<file path="src/hw/eirq_pkg.sv">
// package for the external interrupt request logic
// Functional notes
// - both request inputs are active low; a low line requests service
// - maskable request serviced only while global mask bit is clear
// - request arriving during another service waits until that service ends
// - maskable request has no local enable and no flag for software
// - enabled nonmaskable request serviced at once, global mask ignored
// - reset selects edge mode; falling edge latched, serviced once
// - edge-select cleared gives low-level recognition for wired-OR sources
// - edge-select writes accepted only in first 64 cycles after reset
// - nonmaskable request is level sensitive only
// - reset sets nonmaskable disable bit, disabling the nonmaskable request
// - enabled nonmaskable blocked only by a service in progress or reset
// - interrupt entry takes 12 cycles before the handler starts
// - return from interrupt takes 12 cycles before the program resumes
// - servicing saves state and sets the global mask bit
// - maskable external request has highest maskable priority by default
package eirq_pkg;
    localparam int unsigned PROTECT_CYCLES = 64;
    localparam int unsigned ENTRY_CYCLES   = 12;
    localparam int unsigned RETURN_CYCLES  = 12;
    localparam logic [6:0]  WIN_W0         = 7'h00;
    localparam logic [3:0]  SEQ_W0         = 4'h0;
    localparam logic [3:0]  ENTRY_LAST     = 4'(ENTRY_CYCLES - 1);
    localparam logic [3:0]  RETURN_LAST    = 4'(RETURN_CYCLES - 1);
    localparam logic [6:0]  WIN_LAST       = 7'(PROTECT_CYCLES);
    typedef enum logic [1:0] {SRC_NONE, SRC_EXT, SRC_NMI, SRC_OTHER}
        eirq_src_type;
    typedef enum {ST_RUN, ST_ENTRY, ST_HANDLER, ST_RETURN} eirq_state_type;
endpackage

</file>
<file path="src/hw/eirq_top.sv">
// external interrupt request logic with entry and return sequencing
`timescale 1ns/100ps
module eirq_top import eirq_pkg::*; (
    // clock and reset
    input  wire logic clock,
    input  wire logic nrst,
    // request pins
    input  wire logic extReqMaskable_n,
    input  wire logic ext_req_nonmaskable_n,
    // cpu side
    input  wire logic otherReq,
    input  wire logic edgeSelWr,
    input  wire logic edgeSelData,
    input  wire logic globalMaskWr,
    input  wire logic globalMaskData,
    input  wire logic nmiEnableClr,
    input  wire logic returnFromInterrupt,
    // status
    output logic      edge_select_bit,
    output logic      globalMask,
    output logic      nmiDisable,
    output logic      inEntry,
    output logic      inHandler,
    output logic      inReturn,
    output logic      handlerStart,
    output logic      resumeStart,
    output eirq_src_type activeSrc
);
    ////////////////////////////////////////////////////////////////////
    eirq_state_type stateQ;
    logic [3:0] seqQ;
    logic [6:0] winQ;
    logic edgePend, extReq, nmiReq, take, takeExt, nmiBusyQ;
    logic maskSaveQ, otherBusy;
    eirq_src_type pick;
    logic [3:0] entryRunQ, retRunQ;
    ////////////////////////////////////////////////////////////////////
    // protection window counter
    always_ff @(posedge clock) begin
        if (!nrst) winQ <= WIN_W0;
        else if (winQ != WIN_LAST) winQ <= winQ + 7'h01;
    end
    always_ff @(posedge clock) begin
        if (!nrst) edge_select_bit <= 1'b1;
        else if (edgeSelWr && winQ != WIN_LAST)
            edge_select_bit <= edgeSelData;
    end
    ////////////////////////////////////////////////////////////////////
    // request recognition
    eirq_edge_latch u_edge (
        .clock (clock),
        .nrst  (nrst),
        .lineN (extReqMaskable_n),
        .clr   (takeExt),
        .pend  (edgePend)
    );
    assign extReq = edge_select_bit ? edgePend
                                    : !extReqMaskable_n;
    assign nmiReq = !ext_req_nonmaskable_n && !nmiDisable
                    && !nmiBusyQ;
    assign otherBusy = (stateQ != ST_RUN);
    always_comb begin
        pick = SRC_NONE;
        if (nmiReq) pick = SRC_NMI;
        else if (extReq && !globalMask) pick = SRC_EXT;
        else if (otherReq && !globalMask) pick = SRC_OTHER;
    end
    assign take = !otherBusy && pick != SRC_NONE;
    assign takeExt = take && pick == SRC_EXT;
    assign handlerStart = stateQ == ST_ENTRY && seqQ == ENTRY_LAST;
    assign resumeStart = stateQ == ST_RETURN && seqQ == RETURN_LAST;
    assign inEntry = stateQ == ST_ENTRY;
    assign inHandler = stateQ == ST_HANDLER;
    assign inReturn = stateQ == ST_RETURN;
    ////////////////////////////////////////////////////////////////////
    // service sequencer
    always_ff @(posedge clock) begin
        if (!nrst) begin
            stateQ <= ST_RUN;
            seqQ <= SEQ_W0;
        end else begin
            unique case (stateQ)
                ST_RUN: begin
                    seqQ <= SEQ_W0;
                    if (take) stateQ <= ST_ENTRY;
                end
                ST_ENTRY: begin
                    seqQ <= seqQ + 4'h1;
                    if (seqQ == ENTRY_LAST) begin
                        stateQ <= ST_HANDLER;
                        seqQ <= SEQ_W0;
                    end
                end
                ST_HANDLER: begin
                    if (returnFromInterrupt) stateQ <= ST_RETURN;
                end
                ST_RETURN: begin
                    seqQ <= seqQ + 4'h1;
                    if (seqQ == RETURN_LAST) begin
                        stateQ <= ST_RUN;
                        seqQ <= SEQ_W0;
                    end
                end
            endcase
        end
    end
    always_ff @(posedge clock) begin
        if (!nrst) activeSrc <= SRC_NONE;
        else if (take) activeSrc <= pick;
        else if (resumeStart) activeSrc <= SRC_NONE;
    end
    always_ff @(posedge clock) begin
        if (!nrst) nmiBusyQ <= 1'b0;
        else if (take && pick == SRC_NMI) nmiBusyQ <= 1'b1;
        else if (resumeStart) nmiBusyQ <= 1'b0;
    end
    ////////////////////////////////////////////////////////////////////
    // condition code bits
    always_ff @(posedge clock) begin
        if (!nrst) maskSaveQ <= 1'b1;
        else if (take) maskSaveQ <= globalMask;
    end
    always_ff @(posedge clock) begin
        if (!nrst) globalMask <= 1'b1;
        else if (take) globalMask <= 1'b1;
        else if (resumeStart) globalMask <= maskSaveQ;
        else if (globalMaskWr) globalMask <= globalMaskData;
    end
    always_ff @(posedge clock) begin
        if (!nrst) nmiDisable <= 1'b1;
        else if (nmiEnableClr) nmiDisable <= 1'b0;
    end
    ////////////////////////////////////////////////////////////////////
    // run lengths of entry and return, for the length checks
    always_ff @(posedge clock) begin
        if (!nrst) entryRunQ <= SEQ_W0;
        else if (!inEntry) entryRunQ <= SEQ_W0;
        else if (entryRunQ != 4'hF) entryRunQ <= entryRunQ + 4'h1;
    end
    always_ff @(posedge clock) begin
        if (!nrst) retRunQ <= SEQ_W0;
        else if (!inReturn) retRunQ <= SEQ_W0;
        else if (retRunQ != 4'hF) retRunQ <= retRunQ + 4'h1;
    end
    ////////////////////////////////////////////////////////////////////
    // checks
    property p_protect;
        @(posedge clock) disable iff (!nrst)
        winQ == WIN_LAST |=> $stable(edge_select_bit);
    endproperty
    a_protect: assert property (p_protect)
        else $error("edge select changed after window");
    property p_mask;
        @(posedge clock) disable iff (!nrst)
        take && pick == SRC_EXT |-> !globalMask;
    endproperty
    a_mask: assert property (p_mask)
        else $error("maskable taken while masked");
    property p_entry;
        @(posedge clock) disable iff (!nrst)
        take |=> inEntry ##11 (inEntry && handlerStart) ##1 inHandler;
    endproperty
    a_entry: assert property (p_entry)
        else $error("entry length wrong");
    property p_ret;
        @(posedge clock) disable iff (!nrst)
        inHandler && returnFromInterrupt |=> inReturn ##11
            (inReturn && resumeStart) ##1 stateQ == ST_RUN;
    endproperty
    a_ret: assert property (p_ret)
        else $error("return length wrong");
    property p_setmask;
        @(posedge clock) disable iff (!nrst)
        take |=> globalMask;
    endproperty
    a_setmask: assert property (p_setmask)
        else $error("mask not set on service");
    property p_nmi;
        @(posedge clock) disable iff (!nrst)
        stateQ == ST_RUN && !ext_req_nonmaskable_n && !nmiDisable
            && !nmiBusyQ |=> inEntry && activeSrc == SRC_NMI;
    endproperty
    a_nmi: assert property (p_nmi)
        else $error("nonmaskable not serviced");
    property p_nmidis;
        @(posedge clock) disable iff (!nrst)
        nmiDisable |-> pick != SRC_NMI;
    endproperty
    a_nmidis: assert property (p_nmidis)
        else $error("nonmaskable taken while disabled");
    property p_once;
        @(posedge clock) disable iff (!nrst)
        takeExt && edge_select_bit && extReqMaskable_n |=> !edgePend;
    endproperty
    a_once: assert property (p_once)
        else $error("edge latch not cleared");
    property p_busy;
        @(posedge clock) disable iff (!nrst)
        otherBusy |-> !take;
    endproperty
    a_busy: assert property (p_busy)
        else $error("taken during service");
    property p_entrylen;
        @(posedge clock) disable iff (!nrst)
        $fell(inEntry) |-> entryRunQ == 4'(ENTRY_CYCLES);
    endproperty
    a_entrylen: assert property (p_entrylen)
        else $error("entry run length wrong");
    property p_retlen;
        @(posedge clock) disable iff (!nrst)
        $fell(inReturn) |-> retRunQ == 4'(RETURN_CYCLES);
    endproperty
    a_retlen: assert property (p_retlen)
        else $error("return run length wrong");
    property p_level;
        @(posedge clock) disable iff (!nrst)
        stateQ == ST_RUN && !edge_select_bit && !extReqMaskable_n
            && !globalMask && !nmiReq
            |=> inEntry && activeSrc == SRC_EXT;
    endproperty
    a_level: assert property (p_level)
        else $error("level request not serviced");
    property p_restore;
        @(posedge clock) disable iff (!nrst)
        resumeStart |=> globalMask == $past(maskSaveQ);
    endproperty
    a_restore: assert property (p_restore)
        else $error("mask not restored on return");
endmodule

</file>
<file path="src/hw/eirq_edge_latch.sv">
// falling-edge catcher with clear, set winning
`timescale 1ns/100ps
module eirq_edge_latch (
    // clock and reset
    input  wire logic clock,
    input  wire logic nrst,
    // line and control
    input  wire logic lineN,
    input  wire logic clr,
    output logic      pend
);
    logic prevQ;
    always_ff @(posedge clock) begin
        if (!nrst) prevQ <= 1'b1;
        else prevQ <= lineN;
    end
    always_ff @(posedge clock) begin
        if (!nrst) pend <= 1'b0;
        else if (prevQ && !lineN) pend <= 1'b1;
        else if (clr) pend <= 1'b0;
    end
endmodule

</file>
<file path="config.mk">
export PLATFORM = sky130hd
export DESIGN_NAME = eirq_top
export DESIGN_NICKNAME = d
export VERILOG_FILES = /design/src/hw/eirq_pkg.sv /design/src/hw/eirq_top.sv /design/src/hw/eirq_edge_latch.sv
export SDC_FILE = /design/constraint.sdc
export NUM_CORES = 1
export LEC_CHECK = 0
export ABC_AREA = 1
export BUFFER_PORTS_ARGS = -buffer_cell sky130_fd_sc_hd__buf_4
export CORE_ASPECT_RATIO = 1.1
export CORE_MARGIN = 2
export CORE_UTILIZATION = 54
export DETAILED_ROUTE_END_ITERATION = 8
export PLACE_DENSITY_LB_ADDON = 0.12
export SLEW_MARGIN = 0
export SYNTH_ARGS = -nofsm -noshare
export SYNTH_HDL_FRONTEND = slang
export SYNTH_SLANG_ARGS = --single-unit
export TNS_END_PERCENT = 20
</file>
<file path="constraint.sdc">
create_clock -name clock -period 1.7 [get_ports clock]
set_clock_uncertainty 0.1 [all_clocks]
set_input_delay 0.255 -clock clock [delete_from_list [all_inputs] [get_ports clock]]
set_output_delay 0.255 -clock clock [all_outputs]
set_load 0.01 [all_outputs]
</file>
==> flow_metrics.py, run 1 <==
metrics = {
    "global_route": {
        "grt_max_degree": 13,
        "grtUsageMet2": 0.3773,
        "grt_pass1_vias": 957,
        "overflow": 0,
        "antenna_found_initial": 0,
        "grt_use_met3": 0.04000,
        "grt_busiest_layer": "met2",
        "grt_usage": 0.1981,
        "grt.met1_usage": 0.2120,
        "grt_pass1_wl_mm": 3.857,
    },
    "detailed_routing": {
        "wire_per_inst_um": 11.35,
        "drc_errors": 0,
        "firstDrtPassIters": 4,
        "postRouteAntennaNets": 0,
        "via_per_inst": 5.117,
        "drt-total-wl_mm": 2.224,
        "drt_iter0_drc": 13,
        "route.vias.total": 1003,
    },
    "pwr": {
        "powerDensity_nw_per_um2": 1119,
        "sw_frac_of_total": 0.3680,
        "ir_drop_v": 0.0008380,
        "p_switching_w": 0.0005734,
        "p_clk_frac": 0.185,
        "power.share.sequential": 0.418,
        "power.leakage_nw": 0.6398,
        "p_int_w": 0.0009849,
        "pwr-share-comb": 0.398,
    },
    "die": {
        "die_x_um": 48.36,
        "start_util": 0.5783,
        "die_area_um2": 2553,
        "std_cell_rows": 17,
        "core_area_um2": 2021,
        "boundaryPins": 21,
        "die_y_um": 52.79,
    },
    "clocking": {
        "h-tree-depth": 1,
        "worstSkewPairLatency_ns": 0.31,
        "holdBufCountCts": 0,
        "clkTransAtPathRegs_ns": 0.12,
        "cts_max_path_buffers": 2,
        "cts_buffers": 3,
        "cts_tree": "yes",
        "root_buffer": "clkbuf_4",
        "clock-sinks": 22,
    },
    "synthesis": {
        "synth_cell_types": 29,
        "synth_edf_count": 0,
        "yosysWarnings": 0,
        "avgSynthCellArea_um2": 8.059,
        "synth_nets": 164,
        "ys_ff_latch": 22,
        "ys_seq_area_frac": 0.3769,
        "synth_flop_cell": "dfxtp_1",
        "synthesis.instances": 145,
        "async_flop_share": 0,
        "syn-cell-area_um2": 1169,
    },
    "sta": {
        "finalSetupViolCount": 0,
        "period_minus_slack_ns": 1.622,
        "worst_slew_pin_slew_ns": 0.2200,
        "fin_crit_sh": 0.9540,
        "final_hold_viol_count": 0,
        "max_freq_mhz": 616.6,
        "finalWorstSetupSlack_ns": 0.07817,
        "finalSetupTns_ns": 0,
        "report.final.slew_viol_count": 0,
        "rsz0062_at_grt": "false",
        "maxSlewHeadroom": 0.8531,
    },
    "finish": {
        "n_fill_cell": 166,
        "nNetsFinal": 188,
        "syn_to_final_growth_pct": 19.17,
        "layout-drive-gt1-share": 0.3512,
        "utilization": 0.6892,
        "num_antenna_cells": 0,
    },
    "critical_path": {
        "startpoint_type": "flop",
        "slowest_stage": "dfxtp_2",
        "worstPathMaxFanout": 5,
        "critical_path.cell_chain": "ha_1, nand4_1, inv_1, buf_4",
        "critPathRequiredTime_ns": 1.34,
        "path_class": "reg2out",
        "critPathCaptureType": "output pin",
        "cpPeakStageDelay_ns": 0.39,
        "worst_ep_arrival_time_ns": 1.27,
    },
    "place": {
        "dp_slack_ns": 0.1567,
        "port_buffers": 20,
        "gp_congestion": 0.7119,
        "dp_hpwl_mm": 1.708,
    },
    "job": {
        "drv_cap": 0,
    },
    "worst_hold_path": {
        "worstHoldPathType": "in2reg",
    },
    "run_status": {
        "outcome": "complete, no violations",
    },
}
-- repair_timing --
item	4_1_cts	5_1_grt
buffers inserted	1	0
resized for setup	0	5
pin swaps	1	0
setup endpoints to repair	1	2
-- power by group through the flow --
| stage | Combinational, W | Clock, W | Sequential (W) |
|---|---|---|---|
| 3_5_place_dp | 0.000614 | 0 | 0.000656 |
| 4_1_cts | 0.000619 | 0.000298 | 0.000644 |
| 5_1_grt | 0.000689 | 0.000319 | 0.000662 |
| 2_1_floorplan | 0.000462 | 0 | 0.000649 |
| 6_report | 0.000619 | 0.000288 | 0.000651 |
| 3_3_place_gp | 0.000600 | 0 | 0.000650 |
-- worst max-delay path, delay by kind of cell (launching register included) --
family,cells,cell delay (ns)
buffers and inverters,2,0.23
flip-flops,1,0.39
AND/OR/NAND/NOR,1,0.14
adder cells (fa/ha/maj),1,0.20
-- final timing paths --
| path | from | end | slack [ns] | depth (start not counted) |
|---|---|---|---|---|
| min reg2reg | u_edge.prevQ$_SDFF_PN1_ | u_edge.pend$_SDFFE_PN0P_ | 0.36 | 2 |
| max | stateQ[1]$_SDFFE_PN0P_ | resumeStart | 0.08 | 4 |
| max reg2reg | stateQ[1]$_SDFFE_PN0P_ | stateQ[1]$_SDFFE_PN0P_ | 0.21 | 7 |
| min | nmiEnableClr | nmiDisable$_SDFFE_PN1P_ | 0.02 | 2 |
-- sequential cells by signal (all words and copies together), names as in the netlist --
signal,flops
u_edge.prevQ,1
u_edge.pend,1
globalMask,1
maskSaveQ,1
stateQ,2
edge_select_bit,1
nmiDisable,1
activeSrc,2
winQ,7
nmiBusyQ,1
seqQ,4
-- per-stage QoR --
step                std cells  hold slack [ns]  cell area (um^2)  power, W
floorplan                 145           0.2660              1169  0.001111
global placement          191           0.3463              1341  0.001250
detailed placement        191           0.3424              1341  0.001270
CTS                       196          0.01856              1385  0.001560
global route              196          0.02417              1393  0.001671
finish                    196          0.02219              1393  0.001558
-- cells in the final DEF (no fill, tap or decap), drive strengths merged, types with 2 or more instances in the layout --
master and count:
ha 8, inv 27, xor2 4, nor2 12
o21ai 6, buf 21, clkbuf 4, nand3 14
nand2 25, a21oi 13, or2 2, nor3 3
dfxtp 22, nand4 3
-- layout make-up --
cell class	instances	area [um^2]	share of cell area
inverter	27	101.3	0.07278
clock buffer	4	36.28	0.02606
tap	28	35.03	0.02516
sequential	22	445.4	0.3199
timing repair buffer	21	157.7	0.1132
multi-input combinational	94	616.8	0.4429
-- layer usage --
layer  wire length, um  up-vias  share of wire
li1                  -      509              -
met1               970      468           0.44
met2              1129       21           0.51
met3                85        5          0.038
met4                39        0          0.018
met5                 0        -              0
-- synth_stat cells (2+ instances only) --
cell type / count / area [um^2]
dfxtp_1: 22 / 440.4
nor2_1: 11 / 41.29
nand4_1: 2 / 12.51
o21ai_0: 4 / 20.02
inv_1: 18 / 67.56
o21ai_1: 2 / 10.01
ha_1: 8 / 100.1
xor2_1: 4 / 35.03
nand3_1: 9 / 45.04
nor3_2: 2 / 20.02
nand3_2: 4 / 40.04
nand2_1: 20 / 75.07
inv_2: 9 / 33.78
nand2_2: 5 / 31.28
a21oi_2: 3 / 26.28
a21oi_1: 9 / 45.04
-- kinds of logic after synthesis --
kind of cell / count (synthesis) / share of synthesized area
AOI/OAI and AO/OA: 22 / 0.1231
xor gates and xnor gates: 5 / 0.03747
and+or+nand+nor: 59 / 0.2794
DFF: 22 / 0.3769
adders and majority gates: 8 / 0.08566
buffers and inverters: 29 / 0.09742
No activity file was read; power rests on OpenSTA's default activity.
==> run 2: changes to the inputs <==
- CORE_UTILIZATION: 54 -> 55
- clock period: 1.7 -> 1.9 ns (I/O delays scaled with it)
==> run 2 against run 1 <==
Against the previous run:
- sequential share of layout area shrank 0.56 points
- non-clock buffer count stayed put
- largest power group unchanged
- critical path depth is the same
- utilization increased by 1.2 points
- register-to-register slack better by 0.10 ns
- highest routed layer unchanged
- cell count did not move
==> flow_metrics.py, run 2 (synthesis gave the netlist of run 1 again) <==
metrics = {
    "finish": {
        "multi_input_area_um2": 614.3,
        "layout-drive-gt1-share": 0.3214,
        "top_regs": "winQ (7), seqQ (4)",
        "largest_reg_flops": 7,
        "nNetsFinal": 188,
        "regArea_um2": 440.4,
        "final_cell_mix": "dfxtp_1, buf_4, nand2_1, inv_1, nor2_1",
        "num_antenna_cells": 0,
        "n_fill_cell": 188,
        "top_register": "winQ",
        "syn_to_final_growth_pct": 19.91,
        "final_common_cell": "dfxtp_1",
    },
    "clocking": {
        "worstSkewPairLatency_ns": 0.30,
        "cts_max_path_buffers": 2,
        "cts_tree": "yes",
        "cts_resized": 0,
        "holdBufCountCts": 0,
        "root_buffer": "clkbuf_4",
        "cts_buffers": 3,
        "h-tree-depth": 1,
        "clkTransAtPathRegs_ns": 0.13,
        "clock-sinks": 22,
        "postCtsSetupBuffers": 0,
    },
    "worst_hold_path": {
        "worstHoldPathType": "in2reg",
        "worstHoldStart": "nmiEnableClr",
        "hold_path_end": "nmiDisable$_SDFFE_PN1P_",
        "holdPathStages": 2,
    },
    "detailed_routing": {
        "postRouteAntennaNets": 0,
        "drt-total-wl_mm": 2.233,
        "wire_per_inst_um": 11.39,
        "drc_errors": 0,
        "firstDrtPassIters": 2,
        "drt_iter0_drc": 14,
        "route.vias.total": 972,
        "via_per_inst": 4.959,
    },
    "run_status": {
        "outcome": "complete, no violations",
    },
    "global_route": {
        "grt_pass1_vias": 929,
        "overflow": 0,
        "grt_pass1_wl_mm": 3.726,
        "antenna_found_initial": 0,
        "grt_usage": 0.2092,
        "grt_max_degree": 14,
    },
    "die": {
        "core_area_um2": 1999,
        "start_util": 0.5845,
        "boundaryPins": 21,
        "die_x_um": 47.95,
        "die_y_um": 52.35,
        "std_cell_rows": 17,
        "die_area_um2": 2510,
    },
    "sta": {
        "finalSetupTns_ns": 0,
        "period_minus_slack_ns": 1.784,
        "worst_slew_pin_slew_ns": 0.2274,
        "final_hold_viol_count": 0,
        "maxSlewHeadroom": 0.8482,
        "fin_crit_sh": 0.9390,
        "finalSetupViolCount": 0,
        "max_freq_mhz": 560.5,
        "rsz0062_at_grt": "false",
        "report.final.slew_viol_count": 0,
    },
    "critical_path": {
        "path_class": "reg2out",
        "worstPathMaxFanout": 5,
        "r2r_start": "stateQ[1]$_SDFFE_PN0P_",
        "r2r-end": "stateQ[1]$_SDFFE_PN0P_",
        "reg2regPathDepth": 7,
        "worst_ep_arrival_time_ns": 1.40,
        "path_buf_inv": 2,
        "path_delay_family": "flip-flops",
        "critical_path.cell_chain": "ha_1, nand4_1, inv_1, buf_4",
        "slowest_stage": "dfxtp_1",
        "r2r_slack_ns": 0.31,
        "critPathCaptureType": "output pin",
        "startpoint_type": "flop",
        "critPathRequiredTime_ns": 1.51,
        "cpPeakStageDelay_ns": 0.45,
    },
    "place": {
        "port_buffers": 20,
        "gp_congestion": 0.7798,
        "dp_hpwl_mm": 1.773,
    },
    "pwr": {
        "powerDensity_nw_per_um2": 1065,
        "p_total_w": 0.001492,
        "ir_drop_v": 0.0008436,
        "power.leakage_nw": 0.6480,
    },
    "job": {
        "drv_cap": 0,
    },
}
-- run 2: per-stage QoR --
step / hold slack [ns] / utilization / setup slack (ns) / instances / instance area [um^2]
final: 0.06084 / 0.7009 / 0.1159 / 196 / 1401
after global routing: 0.03095 / 0.7009 / 0.003402 / 196 / 1401
after CTS: 0.04757 / 0.6971 / 0.04382 / 195 / 1394
after detailed placement: 0.3543 / 0.6708 / 0.3271 / 191 / 1341
after global placement: 0.3492 / 0.6708 / 0.4393 / 191 / 1341
after floorplan: 0.2960 / - / 0.4361 / 145 / 1169
-- run 2: cell type report --
type | count | area share
well taps | 28 | 0.02500
repair buffers | 21 | 0.1125
clock buffers | 3 | 0.01607
clock inverters | 1 | 0.02143
inverters | 27 | 0.07232
flip-flops and latches | 22 | 0.3143
multi-input cells | 94 | 0.4384
-- run 2: how the worst max path moves through the flow --
stage                            from                endpoint  slack (ns)  cells after the start
6_report       stateQ[1]$_SDFFE_PN0P_             resumeStart        0.12                      4
5_1_grt        stateQ[1]$_SDFFE_PN0P_             resumeStart       0.003                      4
4_1_cts        stateQ[1]$_SDFFE_PN0P_             resumeStart        0.04                      4
3_5_place_dp   stateQ[1]$_SDFFE_PN0P_  stateQ[1]$_SDFFE_PN0P_        0.33                      7
3_3_place_gp   stateQ[1]$_SDFFE_PN0P_  stateQ[1]$_SDFFE_PN0P_        0.44                      7
2_1_floorplan  stateQ[1]$_SDFFE_PN0P_  stateQ[1]$_SDFFE_PN0P_        0.44                      7
-- run 2: power breakdown --
group	internal, W	switching (W)	total [W]
Sequential	0.000526	0.0000495	0.000575
Combinational	0.000232	0.000332	0.000564
Clock	0.000213	0.000140	0.000353
-- run 2: routing by layer --
layer,GRT usage,part of all wire,vias to the layer above
met4,0.05405,0.0067,0
met1,0.2532,0.45,446
met2,0.3533,0.49,15
met3,0.05862,0.053,2
li1,-,-,509
met5,0,0,-
==> run 3: changes to the inputs <==
- CORE_ASPECT_RATIO: 1.1 -> not set
==> run 3 against run 2 <==
Against the previous run:
- clock power up 3%
- via count down 2.2%
- wire length down 6.4%
- die area about the same
- largest power group unchanged
- register-to-register slack better by 0.08 ns
- design area about the same
- worst hold slack worse by 0.010 ns
- sequential share of layout area about the same
- sequential power about the same
- cell count down 0.51%
==> flow_metrics.py, run 3 (synthesis gave the netlist of run 1 again) <==
metrics = {
    "run_status": {
        "outcome": "complete, no violations",
    },
    "sta": {
        "rsz0062_at_grt": "false",
        "finalSetupTns_ns": 0,
        "fin_crit_sh": 0.9365,
        "finalSetupViolCount": 0,
        "period_minus_slack_ns": 1.779,
        "report.final.slew_viol_count": 0,
        "maxSlewHeadroom": 0.8507,
        "worst_slew_pin_slew_ns": 0.2237,
        "max_freq_mhz": 562.0,
        "final_hold_viol_count": 0,
    },
    "clocking": {
        "cts_tree": "yes",
        "cts_max_path_buffers": 2,
        "worstSkewPairLatency_ns": 0.32,
        "holdBufCountCts": 0,
        "clkTransAtPathRegs_ns": 0.13,
        "cts_buffers": 3,
        "h-tree-depth": 1,
        "root_buffer": "clkbuf_4",
        "cts_resized": 0,
        "clock-sinks": 22,
    },
    "pwr": {
        "pwr-share-comb": 0.366,
        "sw_frac_of_total": 0.3428,
        "p_int_w": 0.0009689,
        "power.share.sequential": 0.389,
        "p_clk_frac": 0.245,
        "power.leakage_nw": 0.6480,
        "ir_drop_v": 0.0007975,
        "p_switching_w": 0.0005053,
        "powerDensity_nw_per_um2": 1053,
    },
    "critical_path": {
        "path_delay_family": "flip-flops",
        "slowest_stage": "dfxtp_1",
        "path_buf_inv": 2,
        "worst_ep_arrival_time_ns": 1.39,
        "critical_path.cell_chain": "ha_1, nand4_1, inv_1, buf_4",
        "cpPeakStageDelay_ns": 0.41,
        "path_class": "reg2out",
        "path_depth": 4,
        "r2r_start": "stateQ[1]$_SDFFE_PN0P_",
        "critPathCaptureType": "output pin",
        "reg2regPathDepth": 7,
        "crit_start": "stateQ[1]$_SDFFE_PN0P_",
        "r2r_slack_ns": 0.39,
        "critPathRequiredTime_ns": 1.51,
        "startpoint_type": "flop",
        "r2r-end": "stateQ[1]$_SDFFE_PN0P_",
        "crit_path_end": "resumeStart",
        "worstPathMaxFanout": 5,
    },
    "finish": {
        "fin_cells": 195,
        "n_fill_cell": 165,
        "final_cell_mix": "dfxtp_1, buf_4, nand2_1, inv_1, nor2_1",
        "final_common_cell": "dfxtp_1",
        "stdcell_area_um2": 1400,
        "largest_reg_flops": 7,
        "syn_to_final_growth_pct": 19.81,
        "top_regs": "winQ (7), seqQ (4)",
        "nNetsFinal": 188,
        "layout-drive-gt1-share": 0.3214,
        "num_antenna_cells": 0,
        "top_register": "winQ",
    },
    "place": {
        "port_buffers": 20,
        "gp_congestion": 0.7945,
        "placed_area_um2": 1340,
        "dp_hpwl_mm": 1.667,
        "dp.cells": 190,
    },
    "die": {
        "core_area_um2": 1982,
        "die_area_um2": 2510,
        "die_x_um": 50.10,
        "start_util": 0.5896,
        "boundaryPins": 21,
        "std_cell_rows": 16,
        "die_y_um": 50.10,
    },
    "detailed_routing": {
        "drc_errors": 0,
        "drt_iter0_drc": 15,
        "postRouteAntennaNets": 0,
        "wire_per_inst_um": 10.72,
        "firstDrtPassIters": 3,
        "drt-total-wl_mm": 2.090,
        "via_per_inst": 4.877,
        "route.vias.total": 951,
    },
    "global_route": {
        "grt_pass1_wl_mm": 3.657,
        "overflow": 0,
        "antenna_found_initial": 0,
        "grt_pass1_vias": 924,
        "grt_usage": 0.1896,
        "grt_max_degree": 14,
    },
    "worst_hold_path": {
        "worstHoldPathType": "in2reg",
        "holdPathStages": 2,
    },
    "job": {
        "drv_cap": 0,
    },
}
[run 3: per-stage QoR]
| stage | util | worst slack (ns) | total power, W | hold slack (ns) |
|---|---|---|---|---|
| after floorplan | - | 0.4361 | 0.0009938 | 0.2960 |
| after global placement | 0.6761 | 0.4351 | 0.001117 | 0.3414 |
| after detailed placement | 0.6761 | 0.3913 | 0.001130 | 0.3573 |
| after CTS | 0.7027 | 0.05797 | 0.001492 | 0.04112 |
| after global routing | 0.7064 | 0.002068 | 0.001575 | 0.07793 |
| final | 0.7064 | 0.1207 | 0.001474 | 0.05054 |
[run 3: final cells by class]
type	instances	area, um^2	share of cell area
clock buffers	3	22.52	0.01609
well taps	27	33.78	0.02413
clock inverters	1	30.03	0.02145
multi-input cells	94	614.3	0.4388
flip-flops and latches	22	440.4	0.3146
inverters	27	101.3	0.07239
repair buffers	21	157.7	0.1126
[run 3: power groups by stage]
stage / clock network (W) / registers [W] / logic (W)
6_report: 0.000362 / 0.000573 / 0.000540
3_3_place_gp: 0 / 0.000580 / 0.000537
3_5_place_dp: 0 / 0.000584 / 0.000546
5_1_grt: 0.000383 / 0.000584 / 0.000609
4_1_cts: 0.000371 / 0.000574 / 0.000548
2_1_floorplan: 0 / 0.000581 / 0.000413
[run 3: what timing repair did]
action	in CTS	in global routing
setup buffers	0	1
endpoints found under the hold margin	0	0
setup endpoints to repair	0	1
[run 3: worst min-delay path by stage]
stage	start	end	slack [ns]
5_1_grt	extReqMaskable_n	u_edge.prevQ$_SDFF_PN1_	0.08
4_1_cts	nmiEnableClr	nmiDisable$_SDFFE_PN1P_	0.04
3_3_place_gp	u_edge.prevQ$_SDFF_PN1_	u_edge.pend$_SDFFE_PN0P_	0.34
6_report	nmiEnableClr	nmiDisable$_SDFFE_PN1P_	0.05
2_1_floorplan	nmiEnableClr	nmiDisable$_SDFFE_PN1P_	0.30
3_5_place_dp	nmiBusyQ$_SDFFE_PN0P_	nmiBusyQ$_SDFFE_PN0P_	0.36
[run 3: per-layer routing]
metal  up-vias  global-route usage  wire length, um
li1        508                   -                -
met1       427              0.2216              943
met2        13              0.3355             1049
met3         3             0.03636               69
met4         0             0.07407               27
met5         -                   0                0
[run 3: worst reg2reg max path: cells and delay by family (launching register included)]
kind	cells	cell delay (ns)
fa+ha+maj	1	0.21
compound gates	2	0.19
buf+inv	1	0.08
simple gates	3	0.43
flops	1	0.41
